**src/sci_map.vh**
```
// register indices, field positions and reset values of the serial controller
`ifndef SCI_MAP_VH
`define SCI_MAP_VH
// register indices; byte address is four times the index
`define SCI_IDX_DATA      16'h4490
`define SCI_IDX_MODE      16'h4492
`define SCI_IDX_SPI_STAT  16'h44a0
`define SCI_IDX_I2C_STAT  16'h44a2
`define SCI_IDX_I2C_CMD   16'h44a6
`define SCI_IDX_I2C_ACK   16'h44a8
`define SCI_IDX_SPI_CFG   16'h44ac
`define SCI_IDX_RATE_LIN  16'h44b0
`define SCI_IDX_RATE_EXP  16'h44b2
// spi_config fields
`define SCI_CFG_POL       0
`define SCI_CFG_PHA       1
`define SCI_CFG_LSB       2
`define SCI_CFG_RPT       3
`define SCI_CFG_MST       4
`define SCI_CFG_RXDRV     5
// spi_status fields
`define SCI_SST_OVF       0
`define SCI_SST_RXVAL     1
`define SCI_SST_TXFREE    2
`define SCI_SST_TXIDLE    3
// i2c_command fields
`define SCI_CMD_RECV      0
`define SCI_CMD_SEND      1
`define SCI_CMD_START     2
`define SCI_CMD_STOP      3
// i2c status fields
`define SCI_IST_NACK      0
`define SCI_IST_TXFIN     1
`define SCI_IST_RXFIN     2
`define SCI_IST_CMDFIN    3
// reset values and constants
`define SCI_RST_CFG       6'h00
`define SCI_RST_CMD       4'h0
`define SCI_RST_RATE      4'h0
`define SCI_BUSY_TOKEN    8'hff
`define SCI_SPI_LAST_HALF 5'h0f
`define SCI_I2C_LAST_BIT  4'h8
`define SCI_RESP_OKAY     2'h0
`define SCI_RESP_SLVERR   2'h2
`endif

```
**src/sci_serial_ctrl.v**
```verilog
// spi and i2c master serial controller with axi4-lite register access
// How it works
// - spi master starts on tx data, or on rx room when rx-driven is set
// - on tx underrun send 0xff, or repeat last byte when repeat set
// - repeat setting changes only when tx fifo empty and shifter idle
// - bit order bit selects msb first or lsb first
// - phase bit selects sampling on leading or trailing edge
// - polarity bit selects clock idle low or idle high
// - tx idle flag means tx fifo empty and shifter done
// - tx space flag means tx fifo can take one more byte
// - rx valid flag means rx fifo holds an unread byte
// - overrun set on push into full rx fifo with no data read in that cycle, cleared by data read
// - stop command makes a stop condition, self clears when done
// - start command makes a start or repeated start, self clears
// - send command shifts one byte out, self clears when done
// - receive command clocks one byte in, self clears when done
// - ack control picks ack or nack after each received byte
// - half bit period is (lin+1)*2^exp clock cycles
// - command finished flag set on start or stop done, clears on activity
// - received nack flag set on slave nack, clears on next activity
//
// The AXI4-Lite register port was chosen for this implementation.
`timescale 1ns/1ps
`include "sci_map.vh"
module sci_serial_ctrl #(
  parameter ADDR_W = 20,
  parameter DEPTH  = 4,
  parameter PTR_W  = 2
) (
  input  wire              aclk,
  input  wire              aresetn,
  input  wire [ADDR_W-1:0] s_axi_awaddr,
  input  wire              s_axi_awvalid,
  output reg               s_axi_awready,
  input  wire [31:0]       s_axi_wdata,
  input  wire [3:0]        s_axi_wstrb,
  input  wire              s_axi_wvalid,
  output reg               s_axi_wready,
  output reg  [1:0]        s_axi_bresp,
  output reg               s_axi_bvalid,
  input  wire              s_axi_bready,
  input  wire [ADDR_W-1:0] s_axi_araddr,
  input  wire              s_axi_arvalid,
  output reg               s_axi_arready,
  output reg  [31:0]       s_axi_rdata,
  output reg  [1:0]        s_axi_rresp,
  output reg               s_axi_rvalid,
  input  wire              s_axi_rready,
  output reg               spi_sck,
  output reg               spi_mosi,
  input  wire              spi_miso,
  input  wire              scl_i,
  output reg               scl_o,
  output reg               scl_oe,
  input  wire              sda_i,
  output reg               sda_o,
  output reg               sda_oe
);
  localparam ST_IDLE  = 3'h0;
  localparam ST_SPI   = 3'h1;
  localparam ST_START = 3'h2;
  localparam ST_STOP  = 3'h3;
  localparam ST_BYTE  = 3'h4;

  reg [ADDR_W-1:0] awaddr_ff;
  reg              aw_have_ff;
  reg [31:0]       wdata_ff;
  reg              w_have_ff;
  reg [5:0]        cfg_ff;
  reg [3:0]        cmd_ff;
  reg              ack_ff;
  reg              mode_i2c_ff;
  reg [3:0]        lin_ff;
  reg [3:0]        exp_ff;
  reg              rpt_act_ff;
  reg              ovf_ff;
  reg [3:0]        ist_ff;
  reg [7:0]        tx_mem [0:DEPTH-1];
  reg [7:0]        rx_mem [0:DEPTH-1];
  reg [PTR_W-1:0]  tx_wp_ff;
  reg [PTR_W-1:0]  tx_rp_ff;
  reg [PTR_W:0]    tx_cnt_ff;
  reg [PTR_W-1:0]  rx_wp_ff;
  reg [PTR_W-1:0]  rx_rp_ff;
  reg [PTR_W:0]    rx_cnt_ff;
  reg [2:0]        st_ff;
  reg [4:0]        ph_ff;
  reg [3:0]        bit_ff;
  reg [19:0]       div_ff;
  reg [7:0]        sh_ff;
  reg [7:0]        rxs_ff;
  reg [7:0]        last_ff;
  reg              i2c_rx_ff;
  reg              rx_push_ff;
  reg [7:0]        rx_byte_ff;
  reg [31:0]       rd_val;
  reg              rd_hit;
  reg [3:0]        cmd_clr;
  reg              wstrb_ok_ff;

  // register decode on word index
  wire [ADDR_W-3:0] w_idx  = awaddr_ff[ADDR_W-1:2];
  wire [ADDR_W-3:0] r_idx  = s_axi_araddr[ADDR_W-1:2];
  wire              wr_do  = aw_have_ff & w_have_ff & ~s_axi_bvalid;
  wire              wr_ok  = wr_do & wstrb_ok_ff;
  wire              rd_do  = s_axi_arvalid & s_axi_arready;
  wire              wr_data = wr_do & (w_idx == `SCI_IDX_DATA);
  wire              rd_data = rd_do & (r_idx == `SCI_IDX_DATA);

  // fifo levels
  wire tx_empty = (tx_cnt_ff == {(PTR_W+1){1'b0}});
  wire tx_full  = (tx_cnt_ff == DEPTH[PTR_W:0]);
  wire rx_empty = (rx_cnt_ff == {(PTR_W+1){1'b0}});
  wire rx_full  = (rx_cnt_ff == DEPTH[PTR_W:0]);
  wire idle     = (st_ff == ST_IDLE);

  // engine launch; the rx-driven mode keeps going on an empty tx fifo
  wire spi_go   = idle & ~mode_i2c_ff & cfg_ff[`SCI_CFG_MST] &
                  (cfg_ff[`SCI_CFG_RXDRV] ? ~rx_full : ~tx_empty);
  wire i2c_go   = idle & mode_i2c_ff & (cmd_ff != `SCI_RST_CMD);
  wire send_go  = i2c_go & ~cmd_ff[`SCI_CMD_STOP] & ~cmd_ff[`SCI_CMD_START] & cmd_ff[`SCI_CMD_SEND];
  wire tx_pop   = (spi_go | send_go) & ~tx_empty;
  wire tx_push  = wr_data & ~tx_full;
  wire rx_pop   = rd_data & ~rx_empty;
  wire [7:0] under_byte = rpt_act_ff ? last_ff : `SCI_BUSY_TOKEN;
  wire [7:0] load_byte  = tx_empty ? under_byte : tx_mem[tx_rp_ff];

  // half bit timer
  wire [19:0] lim  = (({16'h0000, lin_ff} + 20'h00001) << exp_ff) - 20'h00001;
  wire        tick = ~idle & (div_ff == lim);

  wire lsbf   = cfg_ff[`SCI_CFG_LSB];
  wire cpha   = cfg_ff[`SCI_CFG_PHA];
  wire outbit = lsbf ? sh_ff[0] : sh_ff[7];
  wire [7:0] sh_nxt = lsbf ? {1'b0, sh_ff[7:1]} : {sh_ff[6:0], 1'b0};
  wire [7:0] rx_smp = lsbf ? {spi_miso, rxs_ff[7:1]} : {rxs_ff[6:0], spi_miso};
  wire       lead   = ~ph_ff[0];

  // byte enables must cover the low byte for a write to land, except data writes, which ignore them; kept with the data beat
  function wdata_strb_ok;
    input [3:0] strb;
    begin
      wdata_strb_ok = strb[0];
    end
  endfunction

  // axi write channels: address and data taken in either order
  always @(posedge aclk)
  begin
    if (!aresetn)
    begin
      s_axi_awready <= 1'b0;
      s_axi_wready  <= 1'b0;
      s_axi_bvalid  <= 1'b0;
      s_axi_bresp   <= `SCI_RESP_OKAY;
      aw_have_ff    <= 1'b0;
      w_have_ff     <= 1'b0;
      awaddr_ff     <= {ADDR_W{1'b0}};
      wdata_ff      <= 32'h00000000;
      wstrb_ok_ff   <= 1'b0;
    end
    else
    begin
      s_axi_awready <= ~aw_have_ff & ~(s_axi_awvalid & s_axi_awready) & ~(s_axi_bvalid & ~s_axi_bready);
      s_axi_wready  <= ~w_have_ff & ~(s_axi_wvalid & s_axi_wready);
      if (s_axi_awvalid & s_axi_awready)
      begin
        aw_have_ff <= 1'b1;
        awaddr_ff  <= s_axi_awaddr;
      end
      if (s_axi_wvalid & s_axi_wready)
      begin
        w_have_ff <= 1'b1;
        wdata_ff  <= s_axi_wdata;
        wstrb_ok_ff <= wdata_strb_ok(s_axi_wstrb);
      end
      if (wr_do)
      begin
        aw_have_ff   <= 1'b0;
        w_have_ff    <= 1'b0;
        s_axi_bvalid <= 1'b1;
        s_axi_bresp  <= wr_hit(w_idx) ? `SCI_RESP_OKAY : `SCI_RESP_SLVERR;
      end
      else if (s_axi_bready)
        s_axi_bvalid <= 1'b0;
    end
  end

  function wr_hit;
    input [ADDR_W-3:0] idx;
    begin
      wr_hit = (idx == `SCI_IDX_DATA) | (idx == `SCI_IDX_MODE) | (idx == `SCI_IDX_SPI_STAT) |
               (idx == `SCI_IDX_I2C_STAT) | (idx == `SCI_IDX_I2C_CMD) | (idx == `SCI_IDX_I2C_ACK) |
               (idx == `SCI_IDX_SPI_CFG) | (idx == `SCI_IDX_RATE_LIN) | (idx == `SCI_IDX_RATE_EXP);
    end
  endfunction

  // read mux; reserved bits stay zero
  always @*
  begin
    rd_val = 32'h00000000;
    rd_hit = 1'b1;
    if (r_idx == `SCI_IDX_DATA)
      rd_val[7:0] = rx_empty ? 8'h00 : rx_mem[rx_rp_ff];
    else if (r_idx == `SCI_IDX_MODE)
      rd_val[0] = mode_i2c_ff;
    else if (r_idx == `SCI_IDX_SPI_STAT)
    begin
      rd_val[`SCI_SST_TXIDLE] = tx_empty & (~(st_ff == ST_SPI));
      rd_val[`SCI_SST_TXFREE] = ~tx_full;
      rd_val[`SCI_SST_RXVAL]  = ~rx_empty;
      rd_val[`SCI_SST_OVF]    = ovf_ff;
    end
    else if (r_idx == `SCI_IDX_I2C_STAT)
      rd_val[3:0] = ist_ff;
    else if (r_idx == `SCI_IDX_I2C_CMD)
      rd_val[3:0] = cmd_ff;
    else if (r_idx == `SCI_IDX_I2C_ACK)
      rd_val[0] = ack_ff;
    else if (r_idx == `SCI_IDX_SPI_CFG)
      rd_val[5:0] = cfg_ff;
    else if (r_idx == `SCI_IDX_RATE_LIN)
      rd_val[3:0] = lin_ff;
    else if (r_idx == `SCI_IDX_RATE_EXP)
      rd_val[3:0] = exp_ff;
    else
      rd_hit = 1'b0;
  end

  // axi read channel, answer one cycle after the address is taken
  always @(posedge aclk)
  begin
    if (!aresetn)
    begin
      s_axi_arready <= 1'b0;
      s_axi_rvalid  <= 1'b0;
      s_axi_rdata   <= 32'h00000000;
      s_axi_rresp   <= `SCI_RESP_OKAY;
    end
    else
    begin
      s_axi_arready <= ~s_axi_rvalid & ~rd_do;
      if (rd_do)
      begin
        s_axi_rvalid <= 1'b1;
        s_axi_rdata  <= rd_val;
        s_axi_rresp  <= rd_hit ? `SCI_RESP_OKAY : `SCI_RESP_SLVERR;
      end
      else if (s_axi_rready)
        s_axi_rvalid <= 1'b0;
    end
  end

  // writable registers; a command written in the cycle it completes is kept
  always @(posedge aclk)
  begin
    if (!aresetn)
    begin
      cfg_ff      <= `SCI_RST_CFG;
      cmd_ff      <= `SCI_RST_CMD;
      ack_ff      <= 1'b0;
      mode_i2c_ff <= 1'b0;
      lin_ff      <= `SCI_RST_RATE;
      exp_ff      <= `SCI_RST_RATE;
      rpt_act_ff  <= 1'b0;
      ovf_ff      <= 1'b0;
    end
    else
    begin
      if (wr_ok & (w_idx == `SCI_IDX_SPI_CFG))
        cfg_ff <= wdata_ff[5:0];
      if (wr_ok & (w_idx == `SCI_IDX_I2C_CMD))
        cmd_ff <= (cmd_ff & ~cmd_clr) | wdata_ff[3:0];
      else
        cmd_ff <= cmd_ff & ~cmd_clr;
      if (wr_ok & (w_idx == `SCI_IDX_I2C_ACK))
        ack_ff <= wdata_ff[0];
      if (wr_ok & (w_idx == `SCI_IDX_MODE))
        mode_i2c_ff <= wdata_ff[0];
      if (wr_ok & (w_idx == `SCI_IDX_RATE_LIN))
        lin_ff <= wdata_ff[3:0];
      if (wr_ok & (w_idx == `SCI_IDX_RATE_EXP))
        exp_ff <= wdata_ff[3:0];
      if (tx_empty & idle)
        rpt_act_ff <= cfg_ff[`SCI_CFG_RPT];
      if (rx_push_ff & rx_full & ~rx_pop)
        ovf_ff <= 1'b1;
      else if (rd_data)
        ovf_ff <= 1'b0;
    end
  end

  // fifos; a push into a full rx fifo is dropped unless a data read pops in the same cycle
  always @(posedge aclk)
  begin
    if (tx_push)
      tx_mem[tx_wp_ff] <= wdata_ff[7:0];
    if (rx_push_ff & (~rx_full | rx_pop))
      rx_mem[rx_wp_ff] <= rx_byte_ff;
    if (!aresetn)
    begin
      tx_wp_ff  <= {PTR_W{1'b0}};
      tx_rp_ff  <= {PTR_W{1'b0}};
      tx_cnt_ff <= {(PTR_W+1){1'b0}};
      rx_wp_ff  <= {PTR_W{1'b0}};
      rx_rp_ff  <= {PTR_W{1'b0}};
      rx_cnt_ff <= {(PTR_W+1){1'b0}};
    end
    else
    begin
      if (tx_push)
        tx_wp_ff <= tx_wp_ff + 1'b1;
      if (tx_pop)
        tx_rp_ff <= tx_rp_ff + 1'b1;
      tx_cnt_ff <= tx_cnt_ff + {{PTR_W{1'b0}}, tx_push} - {{PTR_W{1'b0}}, tx_pop};
      if (rx_push_ff & (~rx_full | rx_pop))
        rx_wp_ff <= rx_wp_ff + 1'b1;
      if (rx_pop)
        rx_rp_ff <= rx_rp_ff + 1'b1;
      rx_cnt_ff <= rx_cnt_ff + {{PTR_W{1'b0}}, rx_push_ff & (~rx_full | rx_pop)}
                   - {{PTR_W{1'b0}}, rx_pop};
    end
  end

  // command bits cleared when their sequence ends
  always @*
  begin
    cmd_clr = 4'h0;
    if (tick & (ph_ff[1:0] == 2'h3) & (st_ff == ST_START))
      cmd_clr[`SCI_CMD_START] = 1'b1;
    if (tick & (ph_ff[1:0] == 2'h2) & (st_ff == ST_STOP))
      cmd_clr[`SCI_CMD_STOP] = 1'b1;
    if (tick & (ph_ff[1:0] == 2'h2) & (st_ff == ST_BYTE) & (bit_ff == `SCI_I2C_LAST_BIT))
    begin
      cmd_clr[`SCI_CMD_SEND] = ~i2c_rx_ff;
      cmd_clr[`SCI_CMD_RECV] = i2c_rx_ff;
    end
  end

  // serial engines; the i2c pins only ever pull low
  always @(posedge aclk)
  begin
    if (!aresetn)
    begin
      st_ff      <= ST_IDLE;
      ph_ff      <= 5'h00;
      bit_ff     <= 4'h0;
      div_ff     <= 20'h00000;
      sh_ff      <= 8'h00;
      rxs_ff     <= 8'h00;
      last_ff    <= 8'h00;
      i2c_rx_ff  <= 1'b0;
      rx_push_ff <= 1'b0;
      rx_byte_ff <= 8'h00;
      ist_ff     <= 4'h0;
      spi_sck    <= 1'b0;
      spi_mosi   <= 1'b0;
      scl_o      <= 1'b0;
      scl_oe     <= 1'b0;
      sda_o      <= 1'b0;
      sda_oe     <= 1'b0;
    end
    else
    begin
      rx_push_ff <= 1'b0;
      div_ff     <= (idle | tick) ? 20'h00000 : div_ff + 20'h00001;
      if (idle & ~i2c_go)
        spi_sck <= cfg_ff[`SCI_CFG_POL];
      case (st_ff)
        ST_IDLE:
        begin
          ph_ff  <= 5'h00;
          bit_ff <= 4'h0;
          if (spi_go)
          begin
            st_ff   <= ST_SPI;
            sh_ff   <= load_byte;
            last_ff <= load_byte;
            if (!cpha)
              spi_mosi <= lsbf ? load_byte[0] : load_byte[7];
          end
          else if (i2c_go)
          begin
            ist_ff    <= 4'h0;
            i2c_rx_ff <= ~cmd_ff[`SCI_CMD_SEND];
            sh_ff     <= load_byte;
            if (cmd_ff[`SCI_CMD_STOP])
              st_ff <= ST_STOP;
            else if (cmd_ff[`SCI_CMD_START])
              st_ff <= ST_START;
            else
              st_ff <= ST_BYTE;
          end
        end
        ST_SPI:
        if (tick)
        begin
          spi_sck <= ~spi_sck;
          ph_ff   <= ph_ff + 5'h01;
          if (lead != cpha)
            rxs_ff <= rx_smp;
          else if (!cpha)
          begin
            sh_ff    <= sh_nxt;
            spi_mosi <= lsbf ? sh_nxt[0] : sh_nxt[7];
          end
          else
          begin
            spi_mosi <= outbit;
            sh_ff    <= sh_nxt;
          end
          if (ph_ff == `SCI_SPI_LAST_HALF)
          begin
            st_ff      <= ST_IDLE;
            rx_push_ff <= 1'b1;
            rx_byte_ff <= cpha ? rx_smp : rxs_ff;
          end
        end
        ST_START:
        if (tick)
        begin
          ph_ff <= ph_ff + 5'h01;
          case (ph_ff[1:0])
            2'h0: sda_oe <= 1'b0;
            2'h1: scl_oe <= 1'b0;
            2'h2: sda_oe <= 1'b1;
            default:
            begin
              scl_oe                 <= 1'b1;
              st_ff                  <= ST_IDLE;
              ist_ff[`SCI_IST_CMDFIN] <= 1'b1;
            end
          endcase
        end
        ST_STOP:
        if (tick)
        begin
          ph_ff <= ph_ff + 5'h01;
          case (ph_ff[1:0])
            2'h0: sda_oe <= 1'b1;
            2'h1: scl_oe <= 1'b0;
            default:
            begin
              sda_oe                 <= 1'b0;
              st_ff                  <= ST_IDLE;
              ist_ff[`SCI_IST_CMDFIN] <= 1'b1;
            end
          endcase
        end
        ST_BYTE:
        if (tick)
        begin
          ph_ff <= (ph_ff[1:0] == 2'h2) ? 5'h00 : ph_ff + 5'h01;
          case (ph_ff[1:0])
            2'h0:
            if (bit_ff == `SCI_I2C_LAST_BIT)
              sda_oe <= i2c_rx_ff & ack_ff;
            else
              sda_oe <= ~i2c_rx_ff & ~sh_ff[7];
            2'h1: scl_oe <= 1'b0;
            default:
            begin
              scl_oe <= 1'b1;
              bit_ff <= bit_ff + 4'h1;
              sh_ff  <= {sh_ff[6:0], 1'b0};
              if (bit_ff != `SCI_I2C_LAST_BIT)
                rxs_ff <= {rxs_ff[6:0], sda_i};
              else
              begin
                st_ff <= ST_IDLE;
                if (i2c_rx_ff)
                begin
                  rx_push_ff             <= 1'b1;
                  rx_byte_ff             <= rxs_ff;
                  ist_ff[`SCI_IST_RXFIN] <= 1'b1;
                end
                else
                begin
                  ist_ff[`SCI_IST_TXFIN] <= 1'b1;
                  ist_ff[`SCI_IST_NACK]  <= sda_i;
                end
              end
            end
          endcase
        end
        default: st_ff <= ST_IDLE;
      endcase
    end
  end
endmodule

```
**config.mk**
```make
export PLATFORM = sky130hd
export DESIGN_NAME = sci_serial_ctrl
export DESIGN_NICKNAME = d
export VERILOG_FILES = /design/src/sci_serial_ctrl.v
export VERILOG_INCLUDE_DIRS = /design/src /design/src/src
export SDC_FILE = /design/constraint.sdc
export NUM_CORES = 1
export LEC_CHECK = 0
export BUFFER_PORTS_ARGS = -buffer_cell sky130_fd_sc_hd__buf_4
export CAP_MARGIN = 15
export CELL_PAD_IN_SITES_DETAIL_PLACEMENT = 2
export CELL_PAD_IN_SITES_GLOBAL_PLACEMENT = 2
export CORE_MARGIN = 10
export CORE_UTILIZATION = 40
export CTS_CLUSTER_SIZE = 20
export DETAILED_ROUTE_END_ITERATION = 10
export PLACE_DENSITY = 0.82
export SYNTH_ARGS = -nofsm -noshare
export SYNTH_HDL_FRONTEND = slang
export SYNTH_SLANG_ARGS = --single-unit
```
**constraint.sdc**
```tcl
create_clock -name aclk -period 13.2 [get_ports aclk]
set_input_delay 1.32 -clock aclk [delete_from_list [all_inputs] [get_ports aclk]]
set_output_delay 1.32 -clock aclk [all_outputs]
set_load 0.005 [all_outputs]
```
Yosys cells after proc, flatten, opt, wreduce, memory -nomap -nowiden --
Memories as Yosys holds them, arrays and structs flattened. A register that Yosys moved wholly into a read port is not among the register bits. Index checks and enable logic that the tools add are counted.
Cells by class: bitwise logic cells 86, eq/ne operators 58, mux-type cells 140, reductions and logical operators 35, shifts and indexed selects 1, $add $sub $neg 13
Operator list (number):
- equality test 18 x 15 -> 1 bit, second input constant | 18
- two-way mux 8 bit | 23
- two-way mux 1 bit | 55
- two-way mux 3 bit | 16
- bitwise AND 1 bit | 45
- two-way mux 4 bit | 11
- AND reduction 7 bit | 6
- != test 2 bit, second input constant | 16
- case mux 8 bit (2 select lines) | 2
- inverter 1 bit | 27
- two-way mux 2 bit | 13
- two-way mux 5 bit | 5
- case mux 8 bit (3 select lines) | 1
- adder 20 x 1 -> 20 bit, second input constant | 1
- equality test 20 bit | 1
- left shift 5 x 4 -> 20 bit | 1
- subtractor 20 x 1 -> 20 bit, second input constant | 1
- != test 2 x 1 -> 1 bit, second input constant | 8
- case mux 3 bit (5 select lines) | 1
- case mux 5 bit (3 select lines) | 1
- case mux 1 bit (2 select lines) | 6
- AND reduction 6 bit | 2
- nonzero test 2 bit | 6
- nonzero test 3 bit | 4
- 33 further kinds | 63
Storage, ports and cells: word-level logic and storage cells 379, memory bits (writable) 64, memories 2, register bits after elaboration 158, output and inout bits 47, input port bits 86
Memory list:
- rx_mem | words 4, bits a word 8, rd ports 1, clocked after memory_dff 1, write ports 1, line sci_serial_ctrl.v:79 | reg [7:0] rx_mem [0:DEPTH-1];
- tx_mem | words 4, bits a word 8, rd ports 1, clocked after memory_dff 1, write ports 1, line sci_serial_ctrl.v:78 | reg [7:0] tx_mem [0:DEPTH-1];

Longest topological paths before layout --
depth after elaboration 13, mapped depth 18, mapped depth without buffers 17

Least setup slack after synthesis --
OpenSTA, ideal clock, no wires.
path type in2reg, start point in s_axi_araddr[13], end point reg rx_cnt_ff[2], slack 8.795 ns, path buffers 0, required time 13.072 ns, stages 13, data arrival time 4.278 ns, library setup time 0.128 ns, path through nor4b_1 nand4b_1 or3_1 nor4_1 and2_1 ha_1 inv_1 ha_1 inv_1 fa_1 xor2_1 xnor2_1 nor2_1
On the way: longest elaborated chain between the ends 7
RTL lines:
- start, declared | line sci_serial_ctrl.v:42 | input wire [ADDR_W-1:0] s_axi_araddr,
- equality test 18 x 15 -> 1 bit (no source line) (*)
- bitwise AND 1 bit (*) | line sci_serial_ctrl.v:108 | wire rd_data = rd_do & (r_idx == `SCI_IDX_DATA);
- bitwise AND 1 bit (*) | line sci_serial_ctrl.v:124 | wire rx_pop = rd_data & ~rx_empty;
- via rx_pop | line sci_serial_ctrl.v:124
- bitwise OR 1 bit | line sci_serial_ctrl.v:320 | rx_cnt_ff <= rx_cnt_ff + {{PTR_W{1'b0}}, rx_push_ff & (~rx_full | rx_pop)}
- bitwise AND 1 bit | line sci_serial_ctrl.v:320
- adder 3 x 1 -> 3 bit | line sci_serial_ctrl.v:320
- subtractor 3 x 1 -> 3 bit (*) | line sci_serial_ctrl.v:321 | - {{PTR_W{1'b0}}, rx_pop};
- end signal, assigned | line sci_serial_ctrl.v:307 | rx_cnt_ff <= {(PTR_W+1){1'b0}};
- end signal, assigned | line sci_serial_ctrl.v:320
- end, declared | line sci_serial_ctrl.v:85 | reg [PTR_W:0] rx_cnt_ff;
Mark *: on every way through the listed nets, which the timed path passes. The rest lies on a longest branch. A chain may end at the register's enable or synchronous reset.

Final worst setup path --
start point reg lin_ff[0], end point reg rxs_ff[2]
On the way: longest elaborated chain between the ends 7, elaborated cells on any way between the ends 8, classes of those cells add/sub: 2; eq/ne: 3; shift: 1; bitwise: 1; reduce/logical: 1
RTL lines:
- start, declared | line sci_serial_ctrl.v:73 | reg [3:0] lin_ff;
- start signal, assigned | line sci_serial_ctrl.v:263 | lin_ff <= `SCI_RST_RATE;
- start signal, assigned | line sci_serial_ctrl.v:281 | lin_ff <= wdata_ff[3:0];
- adder 4 x 1 -> 5 bit (*) | line sci_serial_ctrl.v:129 | wire [19:0] lim = (({16'h0000, lin_ff} + 20'h00001) << exp_ff) - 20'h00001;
- left shift 5 x 4 -> 20 bit (*) | line sci_serial_ctrl.v:129
- subtractor 20 x 1 -> 20 bit (*) | line sci_serial_ctrl.v:129
- equality test 20 bit (*) | line sci_serial_ctrl.v:130 | wire tick = ~idle & (div_ff == lim);
- bitwise AND 1 bit (*) | line sci_serial_ctrl.v:130
- != test 2 bit (no source line)
- AND reduction 6 bit (no source line) (*)
- end signal, assigned | line sci_serial_ctrl.v:401 | rxs_ff <= rx_smp;
- end signal, assigned | line sci_serial_ctrl.v:467 | rxs_ff <= {rxs_ff[6:0], sda_i};
- end, declared | line sci_serial_ctrl.v:91 | reg [7:0] rxs_ff;
Every way passes the cells marked *; elsewhere a longest branch is shown, timed or not.

==> impl_results.md <==
* Maximum clock rate at 0.160 GHz
* Final nets at 1441
* Hold Vio Cnt, Final at 0
* Final Skew at 0.0156 ns
* ANT cells at 0
* Num CTS Buffers at 26
* Die width at 192 um
* CTS tree: yes
* Final period util at 47.2%
* Vias per inst at 5.74
* Non-filler cells, final at 1735
* Sw Ratio at 22.9%
* Global route total overflow at 0
* Pwr/cell area at 113 nW/um^2
* Number of enable flip-flop cells after synthesis at 64
* Tot GR Track Use at 20.9%
* DR WL/cell at 22.5 um
* Slew @ Worst Pin at 1.08 ns
* FF-to-FF End: rxs_ff[2]$_SDFFE_PN0P_
* Clock latency on the worst-skew pair at 0.56 ns
* Routed wire length at 39.0 mm
* Status: completed
* Hold_ws at 0.454 ns
* Hold Path Class: reg -> reg
* Initial Util at 40.8%
* Setup CP Type: reg -> reg
* # rows at 62
* Synth unique cells at 93
* Post-Synthesis Cells at 1291
* Slew HR at 27.0%
* First-pass GRT wire length at 62.2 mm
* NetSw at 0.346 mW
* Setup Viol. Count Final at 0
* Int Power at 1.17 mW
* Post-CTS setup buffer count at 0
* Hold path endpoint: s_axi_wready$_SDFF_PN0_
* Gate power share at 3.1%
* Mean Syn Cell Area at 9.15 sq um
* Drt first pass iters at 7
* CTS sink count at 222
* P_leak at 4.86 nW
* Area grow syn2layout at 13.6%
* IO Count at 133
* Fin util at 46.4%
* Final Slew Violations at 0
* Reg2Reg Setup Slack at 6.96 ns
* Final ANT Viol Nets at 0
* Post-CTS Resized at 0
* Sequential share of the synthesized area at 43.0%
* Crit end category: flip-flop
* Ys async rst share at 0%
* Max_cap viols at 0
* TNS Setup at 0 ns
* FF-to-FF Start: lin_ff[0]$_SDFFE_PN0P_
* Worst vdd ir at 0.000113 V
* Worst-path maximum fanout at 21
* FF+latch count, synth at 222
* Crit path DAT at 6.63 ns
* Reg clk slew, reported paths at 0.06 ns
* Port Buf Inserts at 72
* Initial antenna violation count at 0
* Mapped Area at 11800 sq um
* Hold Path Origin: w_have_ff$_SDFFE_PP0P_
* RSZ-0062 raised after global routing: false
* Sequential share of power at 47.1%
* Drt drc at 0
* Root buffer cell: clkbuf_16
* Worst setup SP type: flip-flop
* HPWL reported at the end of detailed placement at 27.4 mm
* Die Y at 192 um
* Final GP Congestion at 0.887
* # placed instances at 1687
* Pin count of the biggest net entering global routing at 89
* Most frequent cells in the layout: dfxtp_1, nand2_1, nor2_1
* Post-CTS Hold Fix Bufs at 0
* Most common cell after layout, fill and taps aside: dfxtp_1
* Share of cells above drive strength 1 at 13.5%
* Dominant synthesized flop cell: dfxtp_1
* DRC marker count from the first detailed-route iteration at 534
* Vias at 9952
* Hold depth at 1
* Crit path required time at 13.59 ns
* Clock share of power at 49.8%
* Synth warn at 0
* Fin crit period at 6.24 ns
* # fillers at 3122
* Number of global-route vias before repair at 10898
* H-tree depth at 1
* Die ar. at 36800 sq um
* CORE AREA at 28900 sq um
* Reg2reg path depth at 13
* Bufs on Longest Clock Path at 3
power groups by stage:
stage               Combinational [mW]  Sequential [mW]  Clock [mW]
finish                          0.0475            0.712       0.752
global placement                0.0448            0.726           0
detailed placement              0.0468            0.727           0
CTS                             0.0477            0.712       0.767
floorplan                       0.0291            0.724           0
global route                    0.0531            0.713       0.795
cell usage after synthesis (17+ instances only):
| cell | instances | area [sq um] |
|---|---|---|
| dfxtp_1 | 158 | 3160 |
| nand2_1 | 155 | 582 |
| nor2_1 | 146 | 548 |
| a21oi_1 | 92 | 460 |
| edfxtp_1 | 64 | 1920 |
| mux2i_1 | 64 | 641 |
| clkbuf_1 | 51 | 191 |
| o21ai_0 | 44 | 220 |
| inv_1 | 42 | 158 |
| nand3_1 | 35 | 175 |
| buf_4 | 30 | 225 |
| xnor2_1 | 30 | 263 |
| nor3_1 | 26 | 130 |
| ha_1 | 22 | 275 |
| xor2_1 | 21 | 184 |
| and2_1 | 20 | 125 |
| mux4_2 | 17 | 383 |
| nand4_1 | 17 | 106 |
cells by family (layout without fill, tap and decap cells):
| logic type | Yosys count | in the layout | synth area share (%) |
|---|---|---|---|
| flops | 222 | 222 | 43.0 |
| mux | 87 | 87 | 9.27 |
| buf+inv | 139 | 172 | 5.47 |
| fa+ha+maj | 25 | 25 | 2.76 |
| compound gates | 262 | 262 | 14.8 |
| simple gates | 504 | 504 | 20.8 |
| xor+xnor | 51 | 51 | 3.78 |
| other cells | 1 | 28 | 0.0317 |
per-layer routing:
metal  track usage, %  vias to the layer above  wire length (um)
met5                0                        -                 0
li1                 -                     4666                 -
met1             25.1                     5036             16600
met4             6.64                        0              1230
met3             3.06                       61              1330
met2             37.5                      189             19900
metrics by stage:
| step | total power, mW | area (sq um) | setup WS (ns) |
|---|---|---|---|
| 2_1_floorplan | 0.753 | 11900 | 8.79 |
| 3_3_place_gp | 0.771 | 12500 | 7.25 |
| 3_5_place_dp | 0.774 | 12500 | 7.12 |
| 4_1_cts | 1.53 | 13400 | 7.01 |
| 5_1_grt | 1.56 | 13400 | 6.58 |
| 6_report | 1.51 | 13400 | 6.96 |
worst max-delay path by stage:
stage | to | from | slack, ns
final | rxs_ff[2]$_SDFFE_PN0P_ | lin_ff[0]$_SDFFE_PN0P_ | 6.96
after global routing | rxs_ff[2]$_SDFFE_PN0P_ | lin_ff[0]$_SDFFE_PN0P_ | 6.58
after CTS | rxs_ff[2]$_SDFFE_PN0P_ | lin_ff[0]$_SDFFE_PN0P_ | 7.01
after detailed placement | rx_byte_ff[0]$_SDFFE_PN0P_ | lin_ff[0]$_SDFFE_PN0P_ | 7.12
after global placement | rxs_ff[0]$_SDFFE_PN0P_ | lin_ff[0]$_SDFFE_PN0P_ | 7.25
after floorplan | rx_cnt_ff[2]$_SDFF_PN0_ | s_axi_araddr[13] | 8.79
worst max-delay path: stages (launching register included):
cell	delay [ns]
dfxtp_1	0.90
ha_1	0.40
xor2_1	0.84
a21oi_1	0.34
o221a_2	0.37
a21oi_1	0.27
and4bb_2	0.33
and4_1	0.24
nor4b_1	0.45
o31ai_1	0.18
or4b_1	0.74
nor2_2	0.57
mux2i_1	0.33
nor2_1	0.09
flip-flops by register name, indices dropped and copies added, names as in the netlist, 4 cells and up, named ones only:
register     cells
rxs_ff           8
wdata_ff         8
s_axi_rdata      8
rx_mem          32
div_ff          20
exp_ff           4
awaddr_ff       18
sh_ff            8
ist_ff           4
bit_ff           4
cmd_ff           4
lin_ff           4
tx_mem          32
last_ff          8
rx_byte_ff       8
ph_ff            5
cfg_ff           6
cell type report:
cell class | instances | area, sq um | share of cell area (%)
Multi-Input combinational cell | 957 | 6190 | 46.1
Sequential cell | 222 | 5080 | 37.9
Clock buffer | 29 | 693 | 5.16
Timing Repair Buffer | 81 | 608 | 4.53
Tap cell | 384 | 480 | 3.58
Clock inverter | 19 | 208 | 1.55
Inverter | 43 | 163 | 1.21
Power figures use the tool's default switching activity.
